==> config.mk <==
export PLATFORM = sky130hd
export DESIGN_NAME = host_stream_fifo_port
export DESIGN_NICKNAME = d
export VERILOG_FILES = /design/src/hdl/stream_fifo_pkg.sv /design/src/hdl/stream_fifo_ram.sv /design/src/hdl/host_stream_fifo_port.sv
export SDC_FILE = /design/constraint.sdc
export NUM_CORES = 1
export LEC_CHECK = 0
export BUFFER_PORTS_ARGS = -buffer_cell sky130_fd_sc_hd__buf_2
export CORE_MARGIN = 2
export CORE_UTILIZATION = 50
export CTS_CLUSTER_SIZE = 16
export DETAILED_ROUTE_END_ITERATION = 8
export PLACE_DENSITY = 0.68
export SETUP_SLACK_MARGIN = 0.4
export SYNTH_ARGS = -nofsm -noshare
export SYNTH_HDL_FRONTEND = slang
export SYNTH_SLANG_ARGS = --single-unit
==> constraint.sdc <==
create_clock -name mclk_in -period 7.5 [get_ports mclk_in]
set_input_delay 0.375 -clock mclk_in [delete_from_list [all_inputs] [get_ports mclk_in]]
set_output_delay 0.375 -clock mclk_in [all_outputs]
set_load 0.01 [all_outputs]
==> src/hdl/stream_fifo_pkg.sv <==
// Purpose: shared constants for the host stream FIFO port
// Assumes: 16-bit host data, single clock domain
// Notes: depth and widths are fixed
package stream_fifo_pkg;
    // =========================================================
    // Sizes
    localparam int unsigned FIFO_DEPTH = 32;
    localparam int unsigned PTR_W = 5;
    localparam int unsigned CNT_W = 6;
    localparam int unsigned DATA_W = 16;
    localparam int unsigned ADDR_W = 8;
    localparam int unsigned BASE_W = 4;
    localparam int unsigned OFS_W = 24;
    localparam logic [CNT_W-1:0] FIFO_DEPTH_CNT = 6'h20;

    // =========================================================
    // Host register offsets
    localparam logic [ADDR_W-1:0] BITSTREAM_WRITE_PORT_OFS = 8'h60;
    localparam logic [ADDR_W-1:0] BITSTREAM_FIFO_STATUS_OFS = 8'h62;
    localparam int unsigned STATUS_READY_BIT = 0;

    // =========================================================
    // Burst length codes and word counts
    localparam logic BURST_SEL_EIGHT = 1'b0;
    localparam logic BURST_SEL_SIXTEEN = 1'b1;
    localparam logic [4:0] BURST_WORDS_EIGHT = 5'h08;
    localparam logic [4:0] BURST_WORDS_SIXTEEN = 5'h10;

    // =========================================================
    // Memory transaction types
    typedef enum logic [1:0] {
        MODE_FRAME = 2'b00,
        MODE_FIELD = 2'b01,
        MODE_LINEAR = 2'b10,
        MODE_RESERVED = 2'b11
    } mem_mode_t;

    // Channel state
    typedef enum logic [0:0] {
        CH_IDLE = 1'b0,
        CH_RUN = 1'b1
    } ch_state_t;

    // =========================================================
    // Values after reset
    localparam logic RST_BURST_SEL = BURST_SEL_SIXTEEN;
    localparam logic [1:0] RST_MODE = 2'b10;
    localparam logic [BASE_W-1:0] RST_BASE = 4'h0;
    localparam logic [CNT_W-1:0] RST_THRESH = 6'h00;
    localparam logic [OFS_W-1:0] RST_OFFSET = 24'h000000;
    localparam logic [PTR_W-1:0] RST_PTR = 5'h00;
    localparam logic [CNT_W-1:0] RST_COUNT = 6'h00;
    localparam logic [DATA_W-1:0] RST_DATA = 16'h0000;
endpackage

==> src/hdl/stream_fifo_ram.sv <==
// Purpose: storage for the stream FIFO, registered read data
// Assumes: one clock; read address is the next read pointer
// Notes: write-through bypass keeps an empty FIFO coherent
`timescale 1ns/1ns
module stream_fifo_ram (
    input wire logic mclk_in,
    input wire logic rst_n_in,
    input wire logic wr_en_in,
    input wire logic [stream_fifo_pkg::PTR_W-1:0] wr_addr_in,
    input wire logic [stream_fifo_pkg::DATA_W-1:0] wr_data_in,
    input wire logic [stream_fifo_pkg::PTR_W-1:0] rd_addr_in,
    output logic [stream_fifo_pkg::DATA_W-1:0] rd_data_out
);
    import stream_fifo_pkg::*;

    logic [DATA_W-1:0] mem_q [FIFO_DEPTH];
    logic [DATA_W-1:0] rd_data_d;
    logic [DATA_W-1:0] rd_data_q;

    // =========================================================
    // Storage array, no reset needed on contents
    always_ff @(posedge mclk_in) begin
        if (wr_en_in) begin
            mem_q[wr_addr_in] <= wr_data_in;
        end
    end

    // Bypass so a word written into the slot being read shows at once
    always_comb begin
        rd_data_d = mem_q[rd_addr_in];
        if (wr_en_in && (wr_addr_in == rd_addr_in)) begin
            rd_data_d = wr_data_in;
        end
    end

    always_ff @(posedge mclk_in or negedge rst_n_in) begin
        if (!rst_n_in) begin
            rd_data_q <= RST_DATA;
        end else begin
            rd_data_q <= rd_data_d;
        end
    end

    assign rd_data_out = rd_data_q;
endmodule // stream_fifo_ram

==> src/hdl/host_stream_fifo_port.sv <==
// Purpose: host stream FIFO port with DMA request and status flags
// Assumes: host bus strobes are already one-cycle pulses on mclk_in
// Notes: direction and channel settings are taken at channel start
`timescale 1ns/1ns
module host_stream_fifo_port (
    input wire logic mclk_in,
    input wire logic rst_n_in,
    input wire logic [stream_fifo_pkg::ADDR_W-1:0] host_addr_in,
    input wire logic [stream_fifo_pkg::DATA_W-1:0] host_wdata_in,
    input wire logic host_wr_in,
    input wire logic host_rd_in,
    output logic [stream_fifo_pkg::DATA_W-1:0] host_rdata_out,
    input wire logic host_pop_in,
    output logic [stream_fifo_pkg::DATA_W-1:0] host_pop_data_out,
    output logic host_dma_request_out,
    output logic channel_fifo_flag_out,
    input wire logic channel_start_in,
    input wire logic channel_stop_in,
    input wire logic mem_to_host_in,
    input wire logic [stream_fifo_pkg::CNT_W-1:0] dma_fifo_threshold_in,
    input wire logic [stream_fifo_pkg::CNT_W-1:0] bitstream_threshold_in,
    input wire logic burst_length_sel_in,
    input wire logic [1:0] mem_transaction_type_in,
    input wire logic [stream_fifo_pkg::BASE_W-1:0] partition_base_sel_in,
    input wire logic [stream_fifo_pkg::OFS_W-1:0] source_offset_in,
    input wire logic [stream_fifo_pkg::OFS_W-1:0] destination_offset_in,
    output logic mem_valid_out,
    input wire logic mem_ready_in,
    output logic [stream_fifo_pkg::DATA_W-1:0] mem_data_out,
    input wire logic mem_push_in,
    input wire logic [stream_fifo_pkg::DATA_W-1:0] mem_push_data_in,
    output logic mem_push_ready_out,
    output logic [4:0] burst_words_out,
    output logic [1:0] mem_mode_out,
    output logic [stream_fifo_pkg::BASE_W-1:0] mem_partition_out,
    output logic [stream_fifo_pkg::OFS_W-1:0] mem_offset_out,
    output logic channel_busy_out
);
    import stream_fifo_pkg::*;

    // =========================================================
    // Declarations
    ch_state_t state_q, state_d;
    logic dir_q, dir_d;
    logic burst_q, burst_d;
    logic [1:0] mode_q, mode_d;
    logic [BASE_W-1:0] base_q, base_d;
    logic [CNT_W-1:0] thresh_q, thresh_d;
    logic [OFS_W-1:0] ofs_q, ofs_d;
    logic [PTR_W-1:0] wr_ptr_q, wr_ptr_d, rd_ptr_q, rd_ptr_d;
    logic [CNT_W-1:0] count_q, count_d;
    logic [DATA_W-1:0] rdata_q, rdata_d;
    logic [CNT_W-1:0] free_cnt;
    logic full, empty, push, pop, mem_xfer;
    logic [DATA_W-1:0] push_data, ram_rd_data;
    logic chan_flag, status_ready;

    // =========================================================
    // Channel settings, latched at start so a run sees stable values
    always_comb begin
        state_d = state_q;
        dir_d = dir_q;
        burst_d = burst_q;
        mode_d = mode_q;
        base_d = base_q;
        thresh_d = thresh_q;
        ofs_d = ofs_q;
        case (state_q)
            CH_IDLE: begin
                if (channel_start_in) begin
                    state_d = CH_RUN;
                    dir_d = mem_to_host_in;
                    burst_d = burst_length_sel_in;
                    // Reserved code falls back to linear access
                    mode_d = (mem_transaction_type_in == MODE_RESERVED) ?
                        MODE_LINEAR : mem_transaction_type_in;
                    base_d = partition_base_sel_in;
                    thresh_d = dma_fifo_threshold_in;
                    ofs_d = mem_to_host_in ? source_offset_in : destination_offset_in;
                end
            end
            CH_RUN: begin
                if (channel_stop_in) begin
                    state_d = CH_IDLE;
                end
                if (mem_xfer) begin
                    ofs_d = OFS_W'(ofs_q + 1'b1);
                end
            end
            default: begin
                state_d = CH_IDLE;
            end
        endcase
    end

    always_ff @(posedge mclk_in or negedge rst_n_in) begin
        if (!rst_n_in) begin
            state_q <= CH_IDLE;
            dir_q <= 1'b0;
            burst_q <= RST_BURST_SEL;
            mode_q <= RST_MODE;
            base_q <= RST_BASE;
            thresh_q <= RST_THRESH;
            ofs_q <= RST_OFFSET;
        end else begin
            state_q <= state_d;
            dir_q <= dir_d;
            burst_q <= burst_d;
            mode_q <= mode_d;
            base_q <= base_d;
            thresh_q <= thresh_d;
            ofs_q <= ofs_d;
        end
    end

    // =========================================================
    // FIFO push and pop sources depend on direction
    assign full = (count_q == FIFO_DEPTH_CNT);
    assign empty = (count_q == RST_COUNT);
    assign free_cnt = CNT_W'(FIFO_DEPTH_CNT - count_q);
    // Host writes are dropped when full or when memory feeds the FIFO
    assign push = dir_q ? (mem_push_in && !full) :
        (host_wr_in && (host_addr_in == BITSTREAM_WRITE_PORT_OFS) && !full);
    assign push_data = dir_q ? mem_push_data_in : host_wdata_in;
    assign mem_xfer = (state_q == CH_RUN) &&
        (dir_q ? (mem_push_in && !full) : (mem_ready_in && !empty));
    assign pop = dir_q ? (host_pop_in && !empty) : (mem_ready_in && !empty && !dir_q);

    always_comb begin
        wr_ptr_d = push ? PTR_W'(wr_ptr_q + 1'b1) : wr_ptr_q;
        rd_ptr_d = pop ? PTR_W'(rd_ptr_q + 1'b1) : rd_ptr_q;
        count_d = count_q;
        if (push && !pop) begin
            count_d = CNT_W'(count_q + 1'b1);
        end else if (pop && !push) begin
            count_d = CNT_W'(count_q - 1'b1);
        end
    end

    // Host reads only ever return a status or zero, never FIFO data
    always_comb begin
        rdata_d = rdata_q;
        if (host_rd_in) begin
            rdata_d = RST_DATA;
            if (host_addr_in == BITSTREAM_FIFO_STATUS_OFS) begin
                rdata_d[STATUS_READY_BIT] = status_ready;
            end
        end
    end

    always_ff @(posedge mclk_in or negedge rst_n_in) begin
        if (!rst_n_in) begin
            wr_ptr_q <= RST_PTR;
            rd_ptr_q <= RST_PTR;
            count_q <= RST_COUNT;
            rdata_q <= RST_DATA;
        end else begin
            wr_ptr_q <= wr_ptr_d;
            rd_ptr_q <= rd_ptr_d;
            count_q <= count_d;
            rdata_q <= rdata_d;
        end
    end

    stream_fifo_ram u_ram (
        .mclk_in(mclk_in),
        .rst_n_in(rst_n_in),
        .wr_en_in(push),
        .wr_addr_in(wr_ptr_q),
        .wr_data_in(push_data),
        .rd_addr_in(rd_ptr_d),
        .rd_data_out(ram_rd_data)
    );

    // =========================================================
    // Flags straight from occupancy, no extra latency
    assign chan_flag = dir_q ? (count_q > thresh_q) :
        (free_cnt >= thresh_q);
    assign status_ready = !dir_q && (free_cnt >= bitstream_threshold_in);

    assign host_dma_request_out = chan_flag;
    assign channel_fifo_flag_out = chan_flag;
    assign host_rdata_out = rdata_q;
    assign host_pop_data_out = ram_rd_data;
    assign mem_data_out = ram_rd_data;
    assign mem_valid_out = !dir_q && !empty;
    assign mem_push_ready_out = dir_q && !full;
    assign burst_words_out = (burst_q == BURST_SEL_SIXTEEN) ?
        BURST_WORDS_SIXTEEN : BURST_WORDS_EIGHT;
    assign mem_mode_out = mode_q;
    assign mem_partition_out = base_q;
    assign mem_offset_out = ofs_q;
    assign channel_busy_out = (state_q == CH_RUN);
endmodule // host_stream_fifo_port

### After elaboration in Yosys (flattened, before gate mapping)

Memory sizes are Yosys's and may differ from the RTL's. A register that Yosys moved wholly into a read port is not among the register bits.
Cells that the tools add are included.

* reduce and logical (&&, ||, !) cells: 22
* equal/unequal tests: 6
* bitwise logic cells: 1
* order comparisons: 3
* muxes and demuxes: 20
* add/sub/neg operators: 6

Operators by type and width (number)
* $mux 24: 3
* $pmux 24 s2: 1
* $add 24x1->24 const B: 1
* $eq 8x7->1 const B: 2
* $mux 16: 1
* $ge 6x6->1: 2
* $logic_and 1x1->1: 12
* $mux 6: 2
* $add 5x1->5 const B: 2
* $mux 5: 2
* $mux 1: 9
* $add 6x1->6 const B: 1
* $eq 6x6->1 const B: 1
* $gt 6x6->1: 1
* $logic_not 1->1: 6
* $logic_not 6->1: 1
* $sub 6x1->6 const B: 1
* $sub 6x6->6 const A: 1
* $reduce_and 2->1: 2
* $eq 2x2->1 const B: 1
* $mux 2: 1
* $ne 2x1->1 const B: 1
* $ne 2x2->1 const B: 1
* $pmux 1 s2: 1
* 2 further kinds: 2

* bits in writable memories: 512
* memories: 1
* output and inout bits: 88
* bits in registers: 56

Memories
* u_ram.mem_q: depth 32, width 16, rd ports 1, clocked after memory_dff 1, wr ports 1, RTL line stream_fifo_ram.sv:16 `logic [DATA_W-1:0] mem_q [FIFO_DEPTH];`

### Depth between registers and ports, before layout

Gate-level depths: netlist of run 1.

* depth after elaboration: 8
* depth in mapped cells: 17
* mapped depth without buffers: 15

### Modules after synthesis

Synthesis of run 1 repeated with hierarchy kept, for this count alone.

* cells, all modules: 1480
* area, all modules: 25022.7 sq um

Modules (own cells, without submodules)
* stream_fifo_ram: seq. area each 15775.1 sq um, cells an instance 1023, times used 1, area an instance 20807.5 sq um
* host_stream_fifo_port: seq. area each 1403.8 sq um, cells an instance 457, times used 1, area an instance 4215.3 sq um

### Least setup slack after synthesis of run 1

No wires, ideal clock.

* kind: register to register
* start: reg count_q[0]
* end: reg count_q[5]
* clock period less this slack: 3306 ps
* setup slack: 4194 ps
* stages on the path, launching flop included: 18
* data arrival time: 3182 ps
* buffers on the path: 2
* path through: dfrtp_1 inv_1 ha_1 nor4b_2 a21boi_1 inv_2 clkbuf_1 clkbuf_1 ha_1 inv_1 ha_1 a21o_1 a21oi_1 o21bai_1 a21oi_1 xnor2_1 nor2_1 xnor2_1

* cells in the longest elaborated chain, start to end: 8

Ends and longest elaborated chain
* from (decl): RTL line host_stream_fifo_port.sv:51 `logic [CNT_W-1:0] count_q, count_d;`
* from (signal assigned): RTL line host_stream_fifo_port.sv:160 `count_q <= count_d;`
* branches (longest 8 deep; another with $sub 6x1->6)

Several ways; the timed one is not identified. The select of a mux whose other input is x is not followed.
A chain may end at the register's enable or synchronous reset.

### Final worst setup path of run 1

* start: reg dir_q
* end: reg u_ram.rd_data_q[9], in the netlist u_ram.rd_data_out[9] (read register of u_ram.mem_q)

* cells in the longest elaborated chain, start to end: 4

Ends and longest elaborated chain
* from (decl): RTL line host_stream_fifo_port.sv:44 `logic dir_q, dir_d;`
* from (signal assigned): RTL line host_stream_fifo_port.sv:107 `dir_q <= dir_d;`
* $logic_not 1->1: RTL line host_stream_fifo_port.sv:127 `assign pop = dir_q ? (host_pop_in && !empty) : (mem_ready_in && !empty && !dir_q);`
* $logic_and 1x1->1: RTL line host_stream_fifo_port.sv:127
* $mux 1 *: RTL line host_stream_fifo_port.sv:127
* $mux 5 *: RTL line host_stream_fifo_port.sv:131 `rd_ptr_d = pop ? PTR_W'(rd_ptr_q + 1'b1) : rd_ptr_q;`
* named net rd_ptr_d[1]: RTL line host_stream_fifo_port.sv:50 `logic [PTR_W-1:0] wr_ptr_q, wr_ptr_d, rd_ptr_q, rd_ptr_d;`
* to (decl): RTL line stream_fifo_ram.sv:18 `logic [DATA_W-1:0] rd_data_q;`

The timed path passes the listed nets; every way through them passes the cells marked *.

==> qor.txt, run 1 <==
======================================================================================
Post-synth cell types                                                               70
Final critical-path required period                                            5.21 ns
Remaining antenna violation count after routing                                      0
Depth of the CTS H-tree                                                              2
Critical path data required time                                               8.00 ns
Area of the die                                                             55600 um^2
Final worst path period share                                                    0.694
Hold violation total from the final report                                           0
X dimension of the die                                                          236 um
Global-route wire length before repair                                          114 mm
Kind of end point of the critical path                                        register
Sequential fraction of the synthesis area                                        0.639
Routed vias                                                                      19429
Port buffer count                                                                  186
Number of instances in the synthesized netlist                                    2289
Largest voltage drop on the vdd net                                           0.490 mV
Netlist Area Pre-Place                                                      26900 um^2
Critical path launch point type                                               register
Top area cells in the synthesized netlist                                 edfxtp_1 (57%), nor2_1 (7.3%), dfrtp_1 (6.5%), o21ai_0 (5.1%), mux2i_1 (4.7%)
Met3 routing resource usage after global routing                                0.0463
Unrepaired setup endpoints after global routing                                     no
Total detailed-routing wirelength                                              75.7 mm
HP Class                                                                  input pin to register
Final net count                                                                   2580
Number of antenna violations at the first check in global routing                    4
Worst max-slew margin expressed relative to the limit                            0.173
Met1 usage                                                                       0.366
Number of buffers inserted for hold repair after clock tree synthesis               16
Detailed Route Iter0 Violations                                                   2475
Vias in the first global route                                                   18849
IO Pins                                                                            205
Layer carrying the most global-route usage                                        met2
Number of buffers created by CTS                                                    58
Number of synthesized register bits                                                584
Worst-margin pin slew                                                          1.21 ns
Fraction of met2 tracks used by global routing                                   0.432
Highest net fanout along the worst path                                             32
Wire length per cell                                                           23.8 um
Per-instance average area after synthesis                                    11.7 um^2
Max-capacitance violation count                                                      0
FFs w/ async S/R, synth                                                          0.123
Yosys warnings                                                                       0
Initial cell density of the core                                                 0.508
Number of placement rows                                                            84
Proportion of layout cells with a drive suffix above 1                           0.168
Largest net degree at the start of global routing                                  130
All-layer global routing usage                                                   0.267
Final count of pins violating max slew                                               0
Residual DRC                                                                         0
Cell Pwr Density                                                           417 nW/um^2
Number of flops mapped to enable cells by yosys                                    512
Worst Skew                                                                   0.0198 ns
Ordered cell list for the critical path                                   mux2_4 > a21boi_4 > inv_2 > mux2i_1 > inv_2 > nor2_4 > buf_4 > a221oi_1 > o21ai_1 > mux2_2 > o21ai_1
Sum of negative setup slack                                                       0 ns
Arrival @ worst endpoint                                                       5.71 ns
Clock sinks                                                                        584
Vias per cell                                                                     6.12
Cell with the most instances after synthesis                                    nor2_1
Final setup fails                                                                    0
Share of the synthesized area in the top cell type                               0.572
Clock transition at path regs                                                  0.06 ns
Number of iterations in the first detailed-routing pass                              6
Count of buffers added by post-CTS timing repair for setup                           0
Hpwl dp                                                                        43.0 mm
Leading post-synthesis cells by instance count                            nor2_1 (526), edfxtp_1 (512), o21ai_0 (275)
Layout-stage area growth over the synthesis result                               13.5%
Weighted congestion reported at the end of routability-driven placement          0.878
Delay of the slowest cell on the worst path                                    1.01 ns
Area of the core region                                                     52900 um^2
Clock root cell                                                              clkbuf_16
Post-synthesis cell type with the largest combined area                       edfxtp_1
Crit-path slowest cell                                                         dfrtp_1
Ys flop type                                                                  edfxtp_1
Clock tree from TritonCTS                                                        built
Post-layout power                                                              12.7 mW
Status                                                                    finished, final reports clean
Leakage                                                                        11.1 nW
Longest Clk Path Bufs                                                                3
Maximum clock frequency                                                        192 MHz
Sum of overflow across all layers after global routing                               0
Skew-Pair Late Insertion Delay                                                 0.63 ns
Core utilization of the finished layout                                          0.577
Vertical extent of the die                                                      236 um
Resized cells post-CTS                                                               0
Critical setup path kind                                                  register to register
======================================================================================
-- layout make-up --
type,instances,area (um^2)
diodes,2,5.00
clock buffers,72,1560
clock inverters,38,438
fillers,4156,22300
inverters,28,105
multi-input cells,1511,8900
flip-flops and latches,584,17200
well taps,688,861
repair buffers,250,1470
-- worst paths after layout --
path                       depth (start not counted)  slack (ns)                   end                  from
max reg2reg                                       11        2.29  u_ram.rd_data_out[9]                 dir_q
min in group asynchronous                          2        0.19           thresh_q[1]              rst_n_in
min reg2reg                                        1        0.51  mem_partition_out[0]  mem_partition_out[0]
max                                               11        2.29  u_ram.rd_data_out[9]                 dir_q
min                                                3        0.03     host_rdata_out[0]       host_addr_in[1]
max in group asynchronous                          3        6.17      channel_busy_out              rst_n_in
-- through the flow --
stage | hold slack [ns] | instance area (um^2) | std cells | setup slack, ns
after global routing | 0.0253 | 30500 | 3173 | 2.07
after CTS | 0.00293 | 30500 | 3171 | 2.35
after global placement | 0.287 | 28300 | 3045 | 2.27
after floorplan | 0.0794 | 26900 | 2306 | 4.19
after detailed placement | 0.292 | 28400 | 3045 | 2.34
final | 0.0277 | 30500 | 3173 | 2.29
-- report_power, final --
part	total [mW]	internal [mW]	switching (mW)
logic	5.47	1.81	3.65
clock network	3.03	1.76	1.27
registers	4.24	3.93	0.307
total	12.7	7.51	5.23
-- logic make-up (layout without fill, tap and decap cells) --
family | after synthesis | after routing | share of synthesized area
and+or+nand+nor | 761 | 761 | 0.120
other | 1 | 20 | 0.000140
xor gates and xnor gates | 21 | 21 | 0.00945
AOI/OAI and AO/OA | 498 | 498 | 0.109
adders and majority gates | 30 | 30 | 0.0142
muxes | 183 | 183 | 0.0718
buffers and inverters | 211 | 388 | 0.0363
DFF | 584 | 584 | 0.639
-- state kept, by name (all words and copies together) (netlist names) --
name and flops:
u_ram.mem_q 512, mem_offset_out 24, u_ram.rd_data_out 16, count_q 6, thresh_q 6, rd_ptr_q 5, wr_ptr_q 5, mem_partition_out 4
mem_mode_out 2, burst_q 1, channel_busy_out 1, dir_q 1, host_rdata_out 1
-- cells in the final DEF (no fill, tap or decap), types with 4 or more instances in the layout --
| cell | Yosys | final |
|---|---|---|
| nor2_1 | 526 | 522 |
| edfxtp_1 | 512 | 512 |
| o21ai_0 | 275 | 274 |
| buf_2 | 21 | 185 |
| mux2i_1 | 125 | 125 |
| nand2_1 | 91 | 89 |
| nand4_1 | 72 | 72 |
| dfrtp_1 | 70 | 69 |
| a221oi_1 | 59 | 59 |
| clkbuf_16 | 0 | 58 |
| mux2_2 | 55 | 55 |
| a21oi_1 | 52 | 52 |
| buf_4 | 38 | 48 |
| o21ai_1 | 37 | 38 |
| ha_1 | 29 | 29 |
| a22oi_1 | 28 | 28 |
| inv_1 | 22 | 22 |
| nand3_1 | 21 | 21 |
| conb_1 | 1 | 18 |
| dlygate4sd3_1 | 0 | 16 |
| xnor2_1 | 13 | 13 |
| clkinv_2 | 0 | 12 |
| nor2b_1 | 11 | 11 |
| clkinv_1 | 1 | 10 |
| o22ai_1 | 9 | 9 |
| nand2b_1 | 12 | 8 |
| bufinv_16 | 0 | 8 |
| clkbuf_1 | 117 | 8 |
| and3_1 | 6 | 6 |
| clkinvlp_4 | 0 | 6 |
| clkbuf_8 | 0 | 6 |
| inv_2 | 5 | 5 |
| a31oi_1 | 5 | 5 |
| a211oi_1 | 5 | 5 |
| o22a_1 | 5 | 5 |
| nor2_4 | 0 | 4 |
| nand3b_1 | 4 | 4 |
-- worst max-delay path: cells and delay by family, from the launching register on --
kind	cells	cell delay, ns
simple gates	1	0.76
buf+inv	3	0.92
compound gates	4	0.76
flops	1	1.01
mux	3	1.60
-- metal layers --
layer | vias to the layer above | share of wire | routed length (um)
li1 | 8644 | - | -
met1 | 9637 | 0.41 | 30900
met2 | 1003 | 0.47 | 35500
met3 | 145 | 0.095 | 7210
met4 | 0 | 0.027 | 2050
met5 | - | 0 | 0
Power figures use the tool's default switching activity.
==> inputs of run 2 (changes only) <==
clock period = 4.8 ns   (was 7.5 ns; I/O delays follow)
==> run 2 against run 1 <==
Effect of this change: clock power rose by 49%; global-route usage rose by 0.21 points; clock skew rose by 0.0069 ns; total power rose by 54%; critical path depth rose by 1; sequential share of layout area fell by 0.11 points; largest cell class unchanged.
==> qor.txt, run 2 (synthesis results as in run 1) <==
======================================================================================
Post-Place Worst Slack                                                        0.844 ns
Met1 usage                                                                       0.370
Initial cell density of the core                                                 0.508
Clock root cell                                                              clkbuf_16
Critical path data required time                                               5.36 ns
Depth of the CTS H-tree                                                              2
Largest net degree at the start of global routing                                  117
Global-route wire length before repair                                          114 mm
Critical path launch point type                                               register
Final cell count without fillers                                                  3188
Vias per cell                                                                     6.07
Fin worst setup slack                                                         0.784 ns
Max-capacitance violation count                                                      0
Most common library cell in the layout ignoring fill and taps                   nor2_1
Highest-count cells in the layout ignoring fill and taps                  nor2_1 (522), edfxtp_1 (512), o21ai_0 (274)
Critical setup path kind                                                  register to register
Leakage                                                                        11.2 nW
Kind of end point of the critical path                                        register
Number of placement rows                                                            84
Portion of total power attributed to sequential cells                            0.337
Port buffer count                                                                  186
Total internal power                                                           11.7 mW
Remaining antenna violation count after routing                                      0
Number of iterations in the first detailed-routing pass                              6
Status                                                                    finished, final reports clean
IO Pins                                                                            205
Worst r2r path cells                                                                12
Clock sinks                                                                        584
Final net count                                                                   2594
Residual DRC                                                                         0
Worst Skew                                                                   0.0267 ns
Met3 routing resource usage after global routing                                0.0592
Setup slack of the worst register-to-register path                             0.78 ns
Portion of total power attributed to combinational logic                         0.434
Cell depth of the worst hold path                                                    5
Net switching power of the design                                              8.01 mW
Clock share of power                                                             0.229
Hpwl dp                                                                        44.8 mm
Hold violation total from the final report                                           0
Proportion of layout cells with a drive suffix above 1                           0.169
Largest register FFs                                                               512
Routed vias                                                                      19348
Layer carrying the most global-route usage                                        met2
Final worst path period share                                                    0.837
All-layer global routing usage                                                   0.269
Sum of overflow across all layers after global routing                               0
Unrepaired setup endpoints after global routing                                     no
Number of antenna violations at the first check in global routing                    5
Number of buffers created by CTS                                                    58
Highest net fanout along the worst path                                             42
X dimension of the die                                                          236 um
Wire length per cell                                                           23.7 um
Area of the die                                                             55600 um^2
Maximum clock frequency                                                        249 MHz
Detailed Route Iter0 Violations                                                   2309
Arrival @ worst endpoint                                                       4.57 ns
Resized cells post-CTS                                                               0
Layout-stage area growth over the synthesis result                               13.8%
Vias in the first global route                                                   18820
Largest voltage drop on the vdd net                                           0.553 mV
Final count of pins violating max slew                                               0
Fraction of met2 tracks used by global routing                                   0.427
Most flop-heavy register                                                   u_ram.mem_q
Sum of negative setup slack                                                       0 ns
Vertical extent of the die                                                      236 um
Count of buffers added by post-CTS timing repair for setup                           0
Longest Clk Path Bufs                                                                3
Worst-margin pin slew                                                          1.17 ns
Clock tree from TritonCTS                                                        built
Sw Share                                                                         0.407
Final setup fails                                                                    0
Area of the core region                                                     52900 um^2
Cell Pwr Density                                                           643 nW/um^2
Final critical-path required period                                            4.02 ns
# placed instances                                                                3056
Weighted congestion reported at the end of routability-driven placement          0.913
Skew-Pair Late Insertion Delay                                                 0.63 ns
HP Class                                                                  input pin to register
Total detailed-routing wirelength                                              75.5 mm
Worst max-slew margin expressed relative to the limit                            0.219
Clock transition at path regs                                                  0.07 ns
======================================================================================
-- run 2: final timing paths --
| kind | from | end |
|---|---|---|
| max in group asynchronous | rst_n_in | channel_busy_out |
| min in group asynchronous | rst_n_in | count_q[4] |
| worst max register to register | count_q[0] | u_ram.rd_data_out[5] |
| worst min-delay path | destination_offset_in[23] | mem_offset_out[23] |
| worst min register to register | mem_partition_out[3] | mem_partition_out[3] |
| worst max-delay path | count_q[0] | u_ram.rd_data_out[5] |
-- run 2: worst max-delay path: stages (launching register included) --
cell      delay (ns)
dfrtp_1         0.45
inv_1           0.14
ha_1            0.24
or4b_4          0.54
o211ai_2        0.30
xor2_4          0.11
inv_2           0.65
nor2_2          0.03
buf_4           0.29
a22oi_1         0.47
o21ai_1         0.27
mux2_2          0.32
o21ai_1         0.11
-- run 2: repair_timing --
action	4_1_cts	5_1_grt
hold endpoints to repair	86	0
endpoints found under the setup margin	0	0
hold buffers	19	0
-- run 2: cell type report --
| class | instances | area [um^2] |
|---|---|---|
| Fill cell | 4153 | 22300 |
| Inverter | 28 | 105 |
| Sequential cell | 584 | 17200 |
| Clock buffer | 81 | 1660 |
| Multi-Input combinational cell | 1511 | 8880 |
| Antenna cell | 4 | 10.0 |
| Tap cell | 688 | 861 |
| Clock inverter | 28 | 230 |
| Timing Repair Buffer | 264 | 1650 |
-- run 2: through the flow --
step	hold WS, ns	power (mW)	cell area [um^2]	utilization
2_1_floorplan	-0.0556	12.2	26900	-
3_3_place_gp	0.422	15.0	28500	0.539
3_5_place_dp	0.420	15.1	28500	0.539
4_1_cts	0.0223	19.6	30600	0.578
5_1_grt	0.0544	20.7	30600	0.578
6_report	0.0572	19.7	30600	0.578
-- run 2: power by group through the flow --
stage / combinational, mW / clock, mW / sequential (mW)
2_1_floorplan: 5.64 / 0 / 6.57
3_3_place_gp: 8.26 / 0 / 6.69
3_5_place_dp: 8.41 / 0 / 6.71
4_1_cts: 8.46 / 4.55 / 6.61
5_1_grt: 9.23 / 4.75 / 6.67
6_report: 8.55 / 4.50 / 6.63
-- run 2: layer usage --
layer / wire (um) / up-vias
met3: 7720 / 134
met4: 2100 / 2
met5: 8 / -
li1: - / 8677
met1: 30300 / 9500
met2: 35400 / 1035
